<file path="src/sfx_consts.svh">
`ifndef SFX_CONSTS_SVH
`define SFX_CONSTS_SVH
`define SFX_NUM_COND 6
`define SFX_PRE_MASK 6'h07
`define SFX_POST_MASK 6'h38
`define SFX_ID_SAVE_BIT 24
`define SFX_ID_VEC1_BIT 25
`define SFX_ID_VEC2_BIT 26
`define SFX_OS_SAVE_BIT 9
`define SFX_OS_VEC_EXC_BIT 10
`define SFX_NATIVE_ERR_BIT 5
`define SFX_EMUL_BIT 2
`endif

</file>
<file path="src/sfx_pkg.sv">
package sfx_pkg;
    typedef enum logic [2:0] {
        SFX_IDLE,
        SFX_PRE_CHECK,
        SFX_PRE_FAULT,
        SFX_POST_CHECK,
        SFX_POST_FAULT,
        SFX_COMPLETE
    } sfx_state_t;
    typedef struct packed {
        sfx_state_t state;
        logic [5:0] flags;
        logic vec_fault;
        logic ud_fault;
        logic write_result;
        logic done;
        logic busy;
        logic legacy_err;
        logic [5:0] cond_hold;
        logic [1:0] vec_round;
        logic [1:0] legacy_round;
        logic [31:0] id_word;
    } sfx_regs_t;
endpackage

</file>
<file path="src/sfx_seq.sv">
`timescale 1ns/100ps
`include "sfx_consts.svh"
module sfx_seq #(
    parameter int NUM_COND = `SFX_NUM_COND
) (
    // clock and reset
    input wire logic clk_sys,
    input wire logic reset_n,
    // instruction issue
    input wire logic insn_start,
    input wire logic insn_supported,
    input wire logic [NUM_COND-1:0] insn_cond,
    input wire logic [NUM_COND-1:0] vec_mask,
    input wire logic [1:0] vec_round,
    input wire logic handler_return,
    input wire logic flags_clear,
    // control bits
    input wire logic os_vector_exception_support_bit,
    input wire logic os_state_save_support_bit,
    input wire logic native_error_mode_bit,
    input wire logic ignore_numeric_error_pin,
    input wire logic legacy_error_in,
    input wire logic [1:0] legacy_round,
    // results
    output logic [NUM_COND-1:0] sticky_flags,
    output logic vector_fp_fault,
    output logic undefined_opcode_fault,
    output logic result_write,
    output logic insn_done,
    output logic seq_busy,
    output logic legacy_fp_error_pin,
    output logic [1:0] vec_round_used,
    output logic [1:0] legacy_round_used,
    output logic [31:0] id_leaf1
);
    import sfx_pkg::*;

    sfx_regs_t s_reg;
    sfx_regs_t s_next;
    logic rst_meta;
    logic rst_sync_n;
    logic [NUM_COND-1:0] hit;
    logic [NUM_COND-1:0] phase_mask;

    always_ff @(posedge clk_sys or negedge reset_n)
    begin
        if (!reset_n)
        begin
            rst_meta <= 1'b0;
            rst_sync_n <= 1'b0;
        end
        else
        begin
            rst_meta <= 1'b1;
            rst_sync_n <= rst_meta;
        end
    end

    // fault only on a new occurrence in this phase, never from a stale flag
    function automatic logic unmasked_hit(input logic [NUM_COND-1:0] c,
                                          input logic [NUM_COND-1:0] m);
        unmasked_hit = |(c & ~m);
    endfunction

    always_comb
    begin
        s_next = s_reg;
        s_next.vec_fault = 1'b0;
        s_next.ud_fault = 1'b0;
        s_next.write_result = 1'b0;
        s_next.done = 1'b0;
        phase_mask = NUM_COND'(`SFX_PRE_MASK);
        if (s_reg.state == SFX_POST_CHECK)
            phase_mask = NUM_COND'(`SFX_POST_MASK);
        hit = s_reg.cond_hold & phase_mask;
        if (flags_clear)
            s_next.flags = '0;
        // sticky set wins over clear; masked and unmasked alike
        if (s_reg.state == SFX_PRE_CHECK || s_reg.state == SFX_POST_CHECK)
            s_next.flags = s_next.flags | hit;
        // legacy error pin follows only the legacy unit
        s_next.legacy_err = legacy_error_in;
        // separate rounding paths, no cross coupling
        s_next.vec_round = vec_round;
        s_next.legacy_round = legacy_round;
        s_next.id_word = 32'h0;
        s_next.id_word[`SFX_ID_SAVE_BIT] = 1'b1;
        s_next.id_word[`SFX_ID_VEC1_BIT] = 1'b1;
        s_next.id_word[`SFX_ID_VEC2_BIT] = 1'b1;
        case (s_reg.state)
            SFX_IDLE:
            begin
                if (insn_start)
                begin
                    s_next.busy = 1'b1;
                    if (!insn_supported)
                    begin
                        s_next.ud_fault = 1'b1;
                        s_next.state = SFX_COMPLETE;
                    end
                    else
                        s_next.state = SFX_PRE_CHECK;
                end
            end
            SFX_PRE_CHECK, SFX_POST_CHECK:
            begin
                if (unmasked_hit(hit, vec_mask))
                begin
                    // os opt-in decides between the two faults
                    if (!os_vector_exception_support_bit)
                        s_next.ud_fault = 1'b1;
                    else
                        s_next.vec_fault = 1'b1;
                    s_next.state = (s_reg.state == SFX_PRE_CHECK) ? SFX_PRE_FAULT
                                                                   : SFX_POST_FAULT;
                end
                else if (s_reg.state == SFX_PRE_CHECK)
                    s_next.state = SFX_POST_CHECK;
                else
                    s_next.state = SFX_COMPLETE;
            end
            SFX_PRE_FAULT:
            begin
                if (handler_return)
                    s_next.state = SFX_POST_CHECK;
            end
            SFX_POST_FAULT:
            begin
                if (handler_return)
                    s_next.state = SFX_COMPLETE;
            end
            SFX_COMPLETE:
            begin
                // masked results held back until here
                s_next.write_result = ~s_reg.ud_fault;
                s_next.done = 1'b1;
                s_next.busy = 1'b0;
                s_next.state = SFX_IDLE;
            end
            default:
                s_next.state = SFX_IDLE;
        endcase
        // handler may fix operands, so the conditions are resampled at each check
        if (s_next.state == SFX_PRE_CHECK || s_next.state == SFX_POST_CHECK)
            s_next.cond_hold = 6'(insn_cond);
    end

    always_ff @(posedge clk_sys or negedge rst_sync_n)
    begin
        if (!rst_sync_n)
            s_reg <= '{state: SFX_IDLE, default: '0};
        else
            s_reg <= s_next;
    end

    assign sticky_flags = s_reg.flags;
    assign vector_fp_fault = s_reg.vec_fault;
    assign undefined_opcode_fault = s_reg.ud_fault;
    assign result_write = s_reg.write_result;
    assign insn_done = s_reg.done;
    assign seq_busy = s_reg.busy;
    assign legacy_fp_error_pin = s_reg.legacy_err;
    assign vec_round_used = s_reg.vec_round;
    assign legacy_round_used = s_reg.legacy_round;
    assign id_leaf1 = s_reg.id_word;

    pre_fault_os_a: assert property (@(posedge clk_sys) disable iff (!rst_sync_n)
        (s_reg.state == SFX_PRE_CHECK && unmasked_hit(hit, vec_mask)
         && !os_vector_exception_support_bit) |=> undefined_opcode_fault && !vector_fp_fault)
        else $error("missing undefined opcode fault");
    resume_post_a: assert property (@(posedge clk_sys) disable iff (!rst_sync_n)
        (s_reg.state == SFX_PRE_FAULT && handler_return) |=> s_reg.state == SFX_POST_CHECK)
        else $error("no resume to post check");
    done_after_a: assert property (@(posedge clk_sys) disable iff (!rst_sync_n)
        (s_reg.state == SFX_POST_FAULT && handler_return) |=> ##1 insn_done)
        else $error("completion late");
    flag_set_a: assert property (@(posedge clk_sys) disable iff (!rst_sync_n)
        (s_reg.state == SFX_POST_CHECK) |=> ((sticky_flags & $past(hit)) == $past(hit)))
        else $error("flag not set");
    hold_result_a: assert property (@(posedge clk_sys) disable iff (!rst_sync_n)
        (s_reg.state == SFX_POST_FAULT) |=> !result_write)
        else $error("result written early");
    legacy_pin_a: assert property (@(posedge clk_sys) disable iff (!rst_sync_n)
        vector_fp_fault && !$past(legacy_error_in) |-> !legacy_fp_error_pin)
        else $error("vector fault on legacy pin");
    unsup_op_a: assert property (@(posedge clk_sys) disable iff (!rst_sync_n)
        (s_reg.state == SFX_IDLE && insn_start && !insn_supported)
        |=> undefined_opcode_fault ##1 !result_write && insn_done)
        else $error("unsupported op not refused");
    no_stale_a: assert property (@(posedge clk_sys) disable iff (!rst_sync_n)
        (s_reg.state == SFX_PRE_CHECK && hit == '0) |=> !vector_fp_fault)
        else $error("fault without new condition");
    id_bits_a: assert property (@(posedge clk_sys) disable iff (!rst_sync_n)
        $past(rst_sync_n) |-> id_leaf1[26:24] == 3'h7)
        else $error("id bits wrong");
endmodule

</file>
<file path="config.mk">
export PLATFORM = sky130hd
export DESIGN_NAME = sfx_seq
export DESIGN_NICKNAME = d
export VERILOG_FILES = /design/src/sfx_pkg.sv /design/src/sfx_seq.sv
export VERILOG_INCLUDE_DIRS = /design/src /design/src/src
export SDC_FILE = /design/constraint.sdc
export NUM_CORES = 1
export LEC_CHECK = 0
export BUFFER_PORTS_ARGS = -buffer_cell sky130_fd_sc_hd__buf_2
export CAP_MARGIN = 20
export CORE_MARGIN = 3
export CORE_UTILIZATION = 40
export DETAILED_ROUTE_END_ITERATION = 8
export HOLD_SLACK_MARGIN = 0.1
export PLACE_DENSITY_LB_ADDON = 0.05
export REMOVE_ABC_BUFFERS = 1
export SETUP_SLACK_MARGIN = 0.3
export SYNTH_ARGS = -nofsm -noshare
export SYNTH_HDL_FRONTEND = slang
export SYNTH_SLANG_ARGS = --single-unit
export TNS_END_PERCENT = 5
</file>
<file path="constraint.sdc">
create_clock -name clk_sys -period 2.12 [get_ports clk_sys]
set_clock_uncertainty 0.05 [all_clocks]
set_input_delay 0.424 -clock clk_sys [delete_from_list [all_inputs] [get_ports clk_sys]]
set_output_delay 0.424 -clock clk_sys [all_outputs]
set_load 0.03 [all_outputs]
</file>
==> results.sh, run 1 <==
export IMPL_outcome="finished clean"
export IMPL_path_clk_slew_ps=140
export IMPL_io_buffers=42
export IMPL_wl_per_cell_um=11.53
export IMPL_finalWirelength_um=2352
export IMPL_drv_cap=0
export IMPL_clk_latency_ps=320
export IMPL_post_route_period_util_pct=79.65
export IMPL_ff2ff_path_depth=4
export IMPL_worstHoldStart="legacy_round[1]"
export IMPL_finalCriticalPeriod_ps=1689
export IMPL_peakVddDrop_mv=0.4373
export IMPL_critPathMaxFanout=10
export IMPL_worstPathCellList="nor2b_1, a21boi_0, o32a_4, mux2_4"
export IMPL_cp_slowest_stage_delay_ps=550
export IMPL_finalSetupViolations=0
export IMPL_cts_max_level=1
export IMPL_netlist_instances=125
export IMPL_power_frac_seq_pct=43.4
export IMPL_gr_total_overflow=0
export IMPL_cp_slowest_cell="dfrtp_1"
export IMPL_place_area_um2=1478
export IMPL_reg2reg_from="s_reg[55]"
export IMPL_drt_vias_per_instance=4.206
export IMPL_instances_no_fill=204
export IMPL_dpl_cell_count=199
export IMPL_r2r_slack_ps=430
export IMPL_path_delay_family="compound AO/OA/AOI/OAI gates"
export IMPL_rows=21
export IMPL_grt_pass1_vias=806
export IMPL_post_route_drc_count=0
export IMPL_hold_viol=0
export IMPL_ys_ff_latch=28
export IMPL_yosysUniqueCellTypes=29
export IMPL_largest_reg_flops=9
export IMPL_final_area_um2=1524
export IMPL_start_util_pct=42.05
export IMPL_diodes=0
export IMPL_setup_worst_path_class="reg -> reg"
export IMPL_p_sw_mw=0.7775
export IMPL_pin_count=75
export IMPL_antenna_left=0
export IMPL_critPathLaunchType="flop"
export IMPL_ys_warn_count=0
export IMPL_core_area_um2=3390
export IMPL_routabilityCongestion=0.8299
export IMPL_cp_endpoint="s_reg[36]"
export IMPL_nNetsFinal=186
export IMPL_mostFrequentLayoutCells="buf_2 (42), conb_1 (31), dfrtp_1 (28)"
export IMPL_post_cts_resized=0
export IMPL_firstDrtPassIters=4
export IMPL_root_buffer="clkbuf_4"
export IMPL_cts_buffers=3
export IMPL_fmax_ghz=0.5922
export IMPL_syn_to_final_growth_pct=6.936
export IMPL_maxSlewViolCount=0
export IMPL_layout_setup_ws_ps=431.4
export IMPL_p_per_area_nw_per_um2=1268
export IMPL_p_int_mw=1.154
export IMPL_dieArea_um2=4315
export IMPL_clock_sinks=28
export IMPL_die_y_um=65.69
export IMPL_pwr_share_comb_pct=43.4
export IMPL_r2r_end="s_reg[36]"
export IMPL_finalPower_mw=1.932
export IMPL_worstPathRequired_ps=2300
export IMPL_grt_total_usage_pct=11.44
export IMPL_switching_share_pct=40.25
export IMPL_grt_pass1_wl_um=3760
export IMPL_end_kind="flop"
export IMPL_seq_area_frac_synth_pct=49.17
export IMPL_cp_startpoint="s_reg[55]"
export IMPL_drive_above_1_share_pct=35.44
export IMPL_final_common_cell="buf_2"
export IMPL_drt_initial_drc_count=20
export IMPL_p_clk_share_pct=13.2
export IMPL_leakage_nw=0.8400
export IMPL_min_path_type="in -> reg"
export IMPL_grt_max_degree=27
export IMPL_antenna_found_initial=0
export IMPL_syn_mean_instance_area_um2=11.40
export IMPL_vias=858
export IMPL_die_w_um=65.69
export IMPL_cts_tree="built"
export IMPL_fin_tns_setup_ps=0
export IMPL_dp_hpwl_um=1816
export IMPL_clockBufferDepth=2
export IMPL_worstSetupPathDepth=4
export IMPL_rsz0062_at_grt="no"
export IMPL_arrival_ps=1870
export IMPL_dp_slack_ps=392.5
export IMPL_cp_buffers_inverters=0
export IMPL_syn_cell_area_um2=1425
-- per-layer routing --
layer | GRT usage (%) | vias to the layer above | part of all wire [%]
li1 | - | 411 | -
met2 | 17.65 | 54 | 44
met3 | 3.419 | 4 | 12
met1 | 14.87 | 389 | 43
met5 | 0 | - | 0
met4 | 4.663 | 0 | 1.3
-- logic make-up (layout without fill, tap and decap cells) --
family / count (synthesis) / after routing / synth area share (%)
and+or+nand+nor: 18 / 18 / 6.848
other: 2 / 31 / 0.5270
DFF: 28 / 28 / 49.17
buffers and inverters: 50 / 54 / 24.85
muxes: 7 / 7 / 7.024
AOI/OAI and AO/OA: 20 / 20 / 11.59
-- cells in the mapped netlist --
master	instances	share of area [%]
inv_1	6	1.6
dfrtp_1	28	49
and3_2	1	0.53
nand2_1	5	1.3
o22ai_1	1	0.44
o2bb2ai_1	1	0.61
nor2b_1	2	0.88
conb_1	2	0.53
o21ai_0	2	0.70
o31ai_1	1	0.53
and3_1	1	0.44
o21bai_1	1	0.53
nand2b_4	1	0.97
nand2b_1	3	1.3
a21boi_0	1	0.53
mux2_4	6	6.3
nor2_1	4	1.1
buf_4	42	22
o2111ai_1	1	0.61
o32a_4	1	1.6
mux2i_1	1	0.70
o221ai_1	1	0.61
nor3_1	1	0.35
o21a_1	1	0.53
a22o_1	6	3.7
buf_2	1	0.35
o211ai_1	1	0.53
buf_6	1	0.79
a21oi_1	2	0.70
-- worst register-to-register path: stages, from the launching register on --
cell and delay [ps]:
dfrtp_1 550, nor2b_1 120, a21boi_0 270, o32a_4 290, mux2_4 310
-- stage by stage --
stage | utilization (%) | hold slack (ps)
2_1_floorplan | - | 78.41
3_3_place_gp | 43.60 | 159.4
3_5_place_dp | 43.60 | 162.1
4_1_cts | 44.96 | 131.5
5_1_grt | 44.96 | 107.4
6_report | 44.96 | 142.7
-- power by group through the flow --
| stage | combinational, mW | sequential [mW] | clock (mW) |
|---|---|---|---|
| 2_1_floorplan | 0.493 | 0.989 | 0 |
| 3_3_place_gp | 0.837 | 0.845 | 0 |
| 3_5_place_dp | 0.848 | 0.852 | 0 |
| 4_1_cts | 0.852 | 0.840 | 0.268 |
| 5_1_grt | 0.920 | 0.867 | 0.292 |
| 6_report | 0.838 | 0.838 | 0.255 |
-- worst min-delay path by stage --
stage                                 to  cells after the start
floorplan                       rst_meta                      0
global placement                rst_meta                      1
detailed placement            rst_sync_n                      1
CTS                    vec_round_used[0]                      1
global route           vec_round_used[1]                      1
finish              legacy_round_used[1]                      1
-- final cells by class --
| cell class | count | area, um2 |
|---|---|---|
| inverters | 6 | 22.52 |
| flip-flops and latches | 28 | 700.7 |
| clock buffers | 4 | 36.28 |
| well taps | 46 | 57.56 |
| multi-input cells | 76 | 479.2 |
| repair buffers | 44 | 227.7 |
| fillers | 327 | 1866 |
-- timing repair --
| item | 4_1_cts | 5_1_grt |
|---|---|---|
| setup buffers | 0 | 0 |
| endpoints found under the setup margin | 0 | 0 |
| hold endpoints to repair | 2 | 0 |
| hold buffers | 1 | 0 |
(Power assumes the default switching activity.)
==> run 2, diff against run 1 <==
--- a/config.mk
+++ b/config.mk
@@ -6,6 +6,7 @@
 export SDC_FILE = /design/constraint.sdc
 export NUM_CORES = 1
 export LEC_CHECK = 0
+export ABC_AREA = 1
 export BUFFER_PORTS_ARGS = -buffer_cell sky130_fd_sc_hd__buf_2
 export CAP_MARGIN = 20
 export CORE_MARGIN = 3
==> constraint.sdc (replaced) <==
create_clock -name clk_sys -period 1.37 [get_ports clk_sys]
set_clock_uncertainty 0.05 [all_clocks]
set_input_delay 0.274 -clock clk_sys [delete_from_list [all_inputs] [get_ports clk_sys]]
set_output_delay 0.274 -clock clk_sys [all_outputs]
set_load 0.03 [all_outputs]
==> results.sh, run 2 <==
export IMPL_grt_pass1_wl_um=4036
export IMPL_post_route_drc_count=0
export IMPL_ys_ff_latch=28
export IMPL_drive_above_1_share_pct=34.62
export IMPL_p_per_area_nw_per_um2=1950
export IMPL_arrival_ps=1640
export IMPL_violations="negative setup slack"
export IMPL_switching_share_pct=43.20
export IMPL_die_y_um=65.66
export IMPL_synth_async_reset_ratio_pct=100.0
export IMPL_routabilityCongestion=0.8077
export IMPL_peakVddDrop_mv=0.8731
export IMPL_root_buffer="clkbuf_4"
export IMPL_netlist_top_cells_count="buf_4 (42), dfrtp_1 (28), nand2_1 (28), inv_1 (14), nand3_1 (13)"
export IMPL_r2r_end="s_reg[41]"
export IMPL_grt_pass1_vias=954
export IMPL_cts_tree="built"
export IMPL_cp_slowest_cell="dfrtp_1"
export IMPL_nNetsFinal=236
export IMPL_outcome="finished, violations left"
export IMPL_antenna_found_initial=0
export IMPL_yosysMostFrequentCell="buf_4"
export IMPL_core_area_um2=3390
export IMPL_end_kind="flop"
export IMPL_clk_latency_ps=320
export IMPL_largest_reg_flops=9
export IMPL_post_route_period_util_pct=107.0
export IMPL_fmax_ghz=0.6824
export IMPL_p_sw_mw=1.534
export IMPL_finalCriticalPeriod_ps=1465
export IMPL_min_to="vector_fp_fault"
export IMPL_synthFlopType="dfrtp_1"
export IMPL_die_w_um=65.66
export IMPL_final_area_um2=1821
export IMPL_min_path_cells=3
export IMPL_seq_area_frac_synth_pct=49.21
export IMPL_hold_viol=0
export IMPL_ff2ff_path_depth=11
export IMPL_antenna_left=0
export IMPL_vias=1001
export IMPL_synth_edf_count=0
export IMPL_yosysUniqueCellTypes=18
export IMPL_pwr_share_comb_pct=53.0
export IMPL_final_common_cell="conb_1"
export IMPL_drv_cap=0
export IMPL_gr_total_overflow=0
export IMPL_wl_per_cell_um=9.961
export IMPL_layout_setup_ws_ps=-95.48
export IMPL_grt_total_usage_pct=12.22
export IMPL_leakage_nw=0.9952
export IMPL_pin_count=75
export IMPL_ys_warn_count=0
export IMPL_cp_common_cell="nand2_2"
export IMPL_dp_hpwl_um=1952
export IMPL_fin_util_pct=53.71
export IMPL_mostFrequentLayoutCells="conb_1 (31), dfrtp_1 (28), nand2_1 (25)"
export IMPL_min_path_type="in -> reg"
export IMPL_cts_buffers=3
export IMPL_p_int_mw=2.016
export IMPL_power_frac_seq_pct=36.0
export IMPL_dieArea_um2=4311
export IMPL_finalWirelength_um=2530
export IMPL_rows=21
export IMPL_drt_initial_drc_count=39
export IMPL_synth_area_top_cells="dfrtp_1 (49%), buf_4 (22%), nand2_1 (7.4%)"
export IMPL_worstPathCellList="nand2_2, nor2_4, inv_2, nand2_2, nand2_2, nor2_4, nand2_2, nand2_4, nand2_4, nand2_1, nand2_1"
export IMPL_start_util_pct=42.01
export IMPL_finalPower_mw=3.550
export IMPL_path_clk_slew_ps=140
export IMPL_finalSetupViolations=7
export IMPL_syn_mean_instance_area_um2=9.127
export IMPL_netlist_top_cell_by_area="dfrtp_1"
export IMPL_setup_worst_path_class="reg -> reg"
export IMPL_grt_max_degree=27
export IMPL_diodes=0
export IMPL_rsz0062_at_grt="yes"
export IMPL_critPathMaxFanout=8
export IMPL_syn_to_final_growth_pct=27.86
export IMPL_place_area_um2=1575
export IMPL_worstHoldStart="os_vector_exception_support_bit"
export IMPL_p_clk_share_pct=11.0
export IMPL_maxSlewViolCount=0
export IMPL_cp_slowest_stage_delay_ps=440
export IMPL_drt_vias_per_instance=3.941
export IMPL_worstPathRequired_ps=1540
export IMPL_firstDrtPassIters=4
export IMPL_clock_sinks=28
export IMPL_io_buffers=42
export IMPL_netlist_instances=156
export IMPL_reg2reg_from="s_reg[54]"
export IMPL_synth_top_area_share_pct=49.21
export IMPL_clockBufferDepth=2
export IMPL_critPathLaunchType="flop"
export IMPL_cts_max_level=1
export IMPL_r2r_slack_ps=-100
export IMPL_syn_cell_area_um2=1424
-- run 2: worst max-delay path by stage --
| stage | slack [ps] | endpoint | cells past startpoint | startpoint |
|---|---|---|---|---|
| floorplan | -9 | s_reg[40] | 11 | s_reg[55] |
| CTS | -150 | s_reg[41] | 11 | s_reg[54] |
| detailed placement | -130 | s_reg[41] | 11 | s_reg[54] |
| global placement | -100 | s_reg[36] | 11 | s_reg[54] |
| finish | -100 | s_reg[41] | 11 | s_reg[54] |
| global route | -230 | s_reg[36] | 11 | s_reg[54] |
-- run 2: metal layers --
layer	GRT usage, %	up-vias	wire (um)	share of wire [%]
met2	21.40	38	1248	49
met1	14.74	449	1094	43
met3	2.222	2	170	6.7
li1	-	512	-	-
met4	4.663	0	17	0.67
met5	0	-	0	0
-- run 2: cells by family (layout without fill, tap and decap cells) --
group	Yosys count	in the layout	synth area share, %
AND/OR/NAND/NOR	59	59	20.74
buffers and inverters	58	81	26.36
flip-flops	28	28	49.21
AO/OA/AOI/OAI	9	9	3.163
other	2	31	0.5274
-- run 2: cell type report --
type                       instances  area (um2)
timing repair buffer              61       489.2
fill                             317        1569
inverter                          16       60.06
tap                               46       57.56
multi-input combinational         99       476.7
sequential                        28       700.7
clock buffer                       4       36.28
-- run 2: worst max-delay path, delay by kind of cell, from the launching register on --
kind	cells	cell delay, ps
AND/OR/NAND/NOR	10	820
flip-flops	1	440
buffers and inverters	1	60
-- run 2: stage by stage --
| step | std cells | worst slack (ps) | TNS (ps) | hold slack [ps] |
|---|---|---|---|---|
| after detailed placement | 243 | -130.0 | -744.1 | 10.69 |
| final | 254 | -95.48 | -517.4 | 112.9 |
| after floorplan | 143 | -9.397 | -56.30 | -71.59 |
| after global placement | 243 | -99.50 | -544.1 | 9.326 |
| after global routing | 254 | -234.5 | -1469 | 122.6 |
| after CTS | 254 | -153.4 | -887.8 | 101.9 |
-- run 2: power groups by stage --
stage               Sequential (mW)  Combinational [mW]  Clock (mW)
finish                         1.28                1.88       0.390
CTS                            1.28                1.88       0.417
floorplan                      1.52               0.854           0
global placement               1.26                1.66           0
global route                   1.31                2.10       0.436
detailed placement             1.27                1.69           0
-- run 2: timing repair --
| item | 4_1_cts | 5_1_grt |
|---|---|---|
| hold endpoints to repair | 8 | 0 |
| setup endpoints to repair | 33 | 37 |
| hold buffers | 7 | 0 |
| pin swaps | 0 | 1 |
| gates resized for setup | 42 | 3 |
| buffers inserted | 0 | 0 |
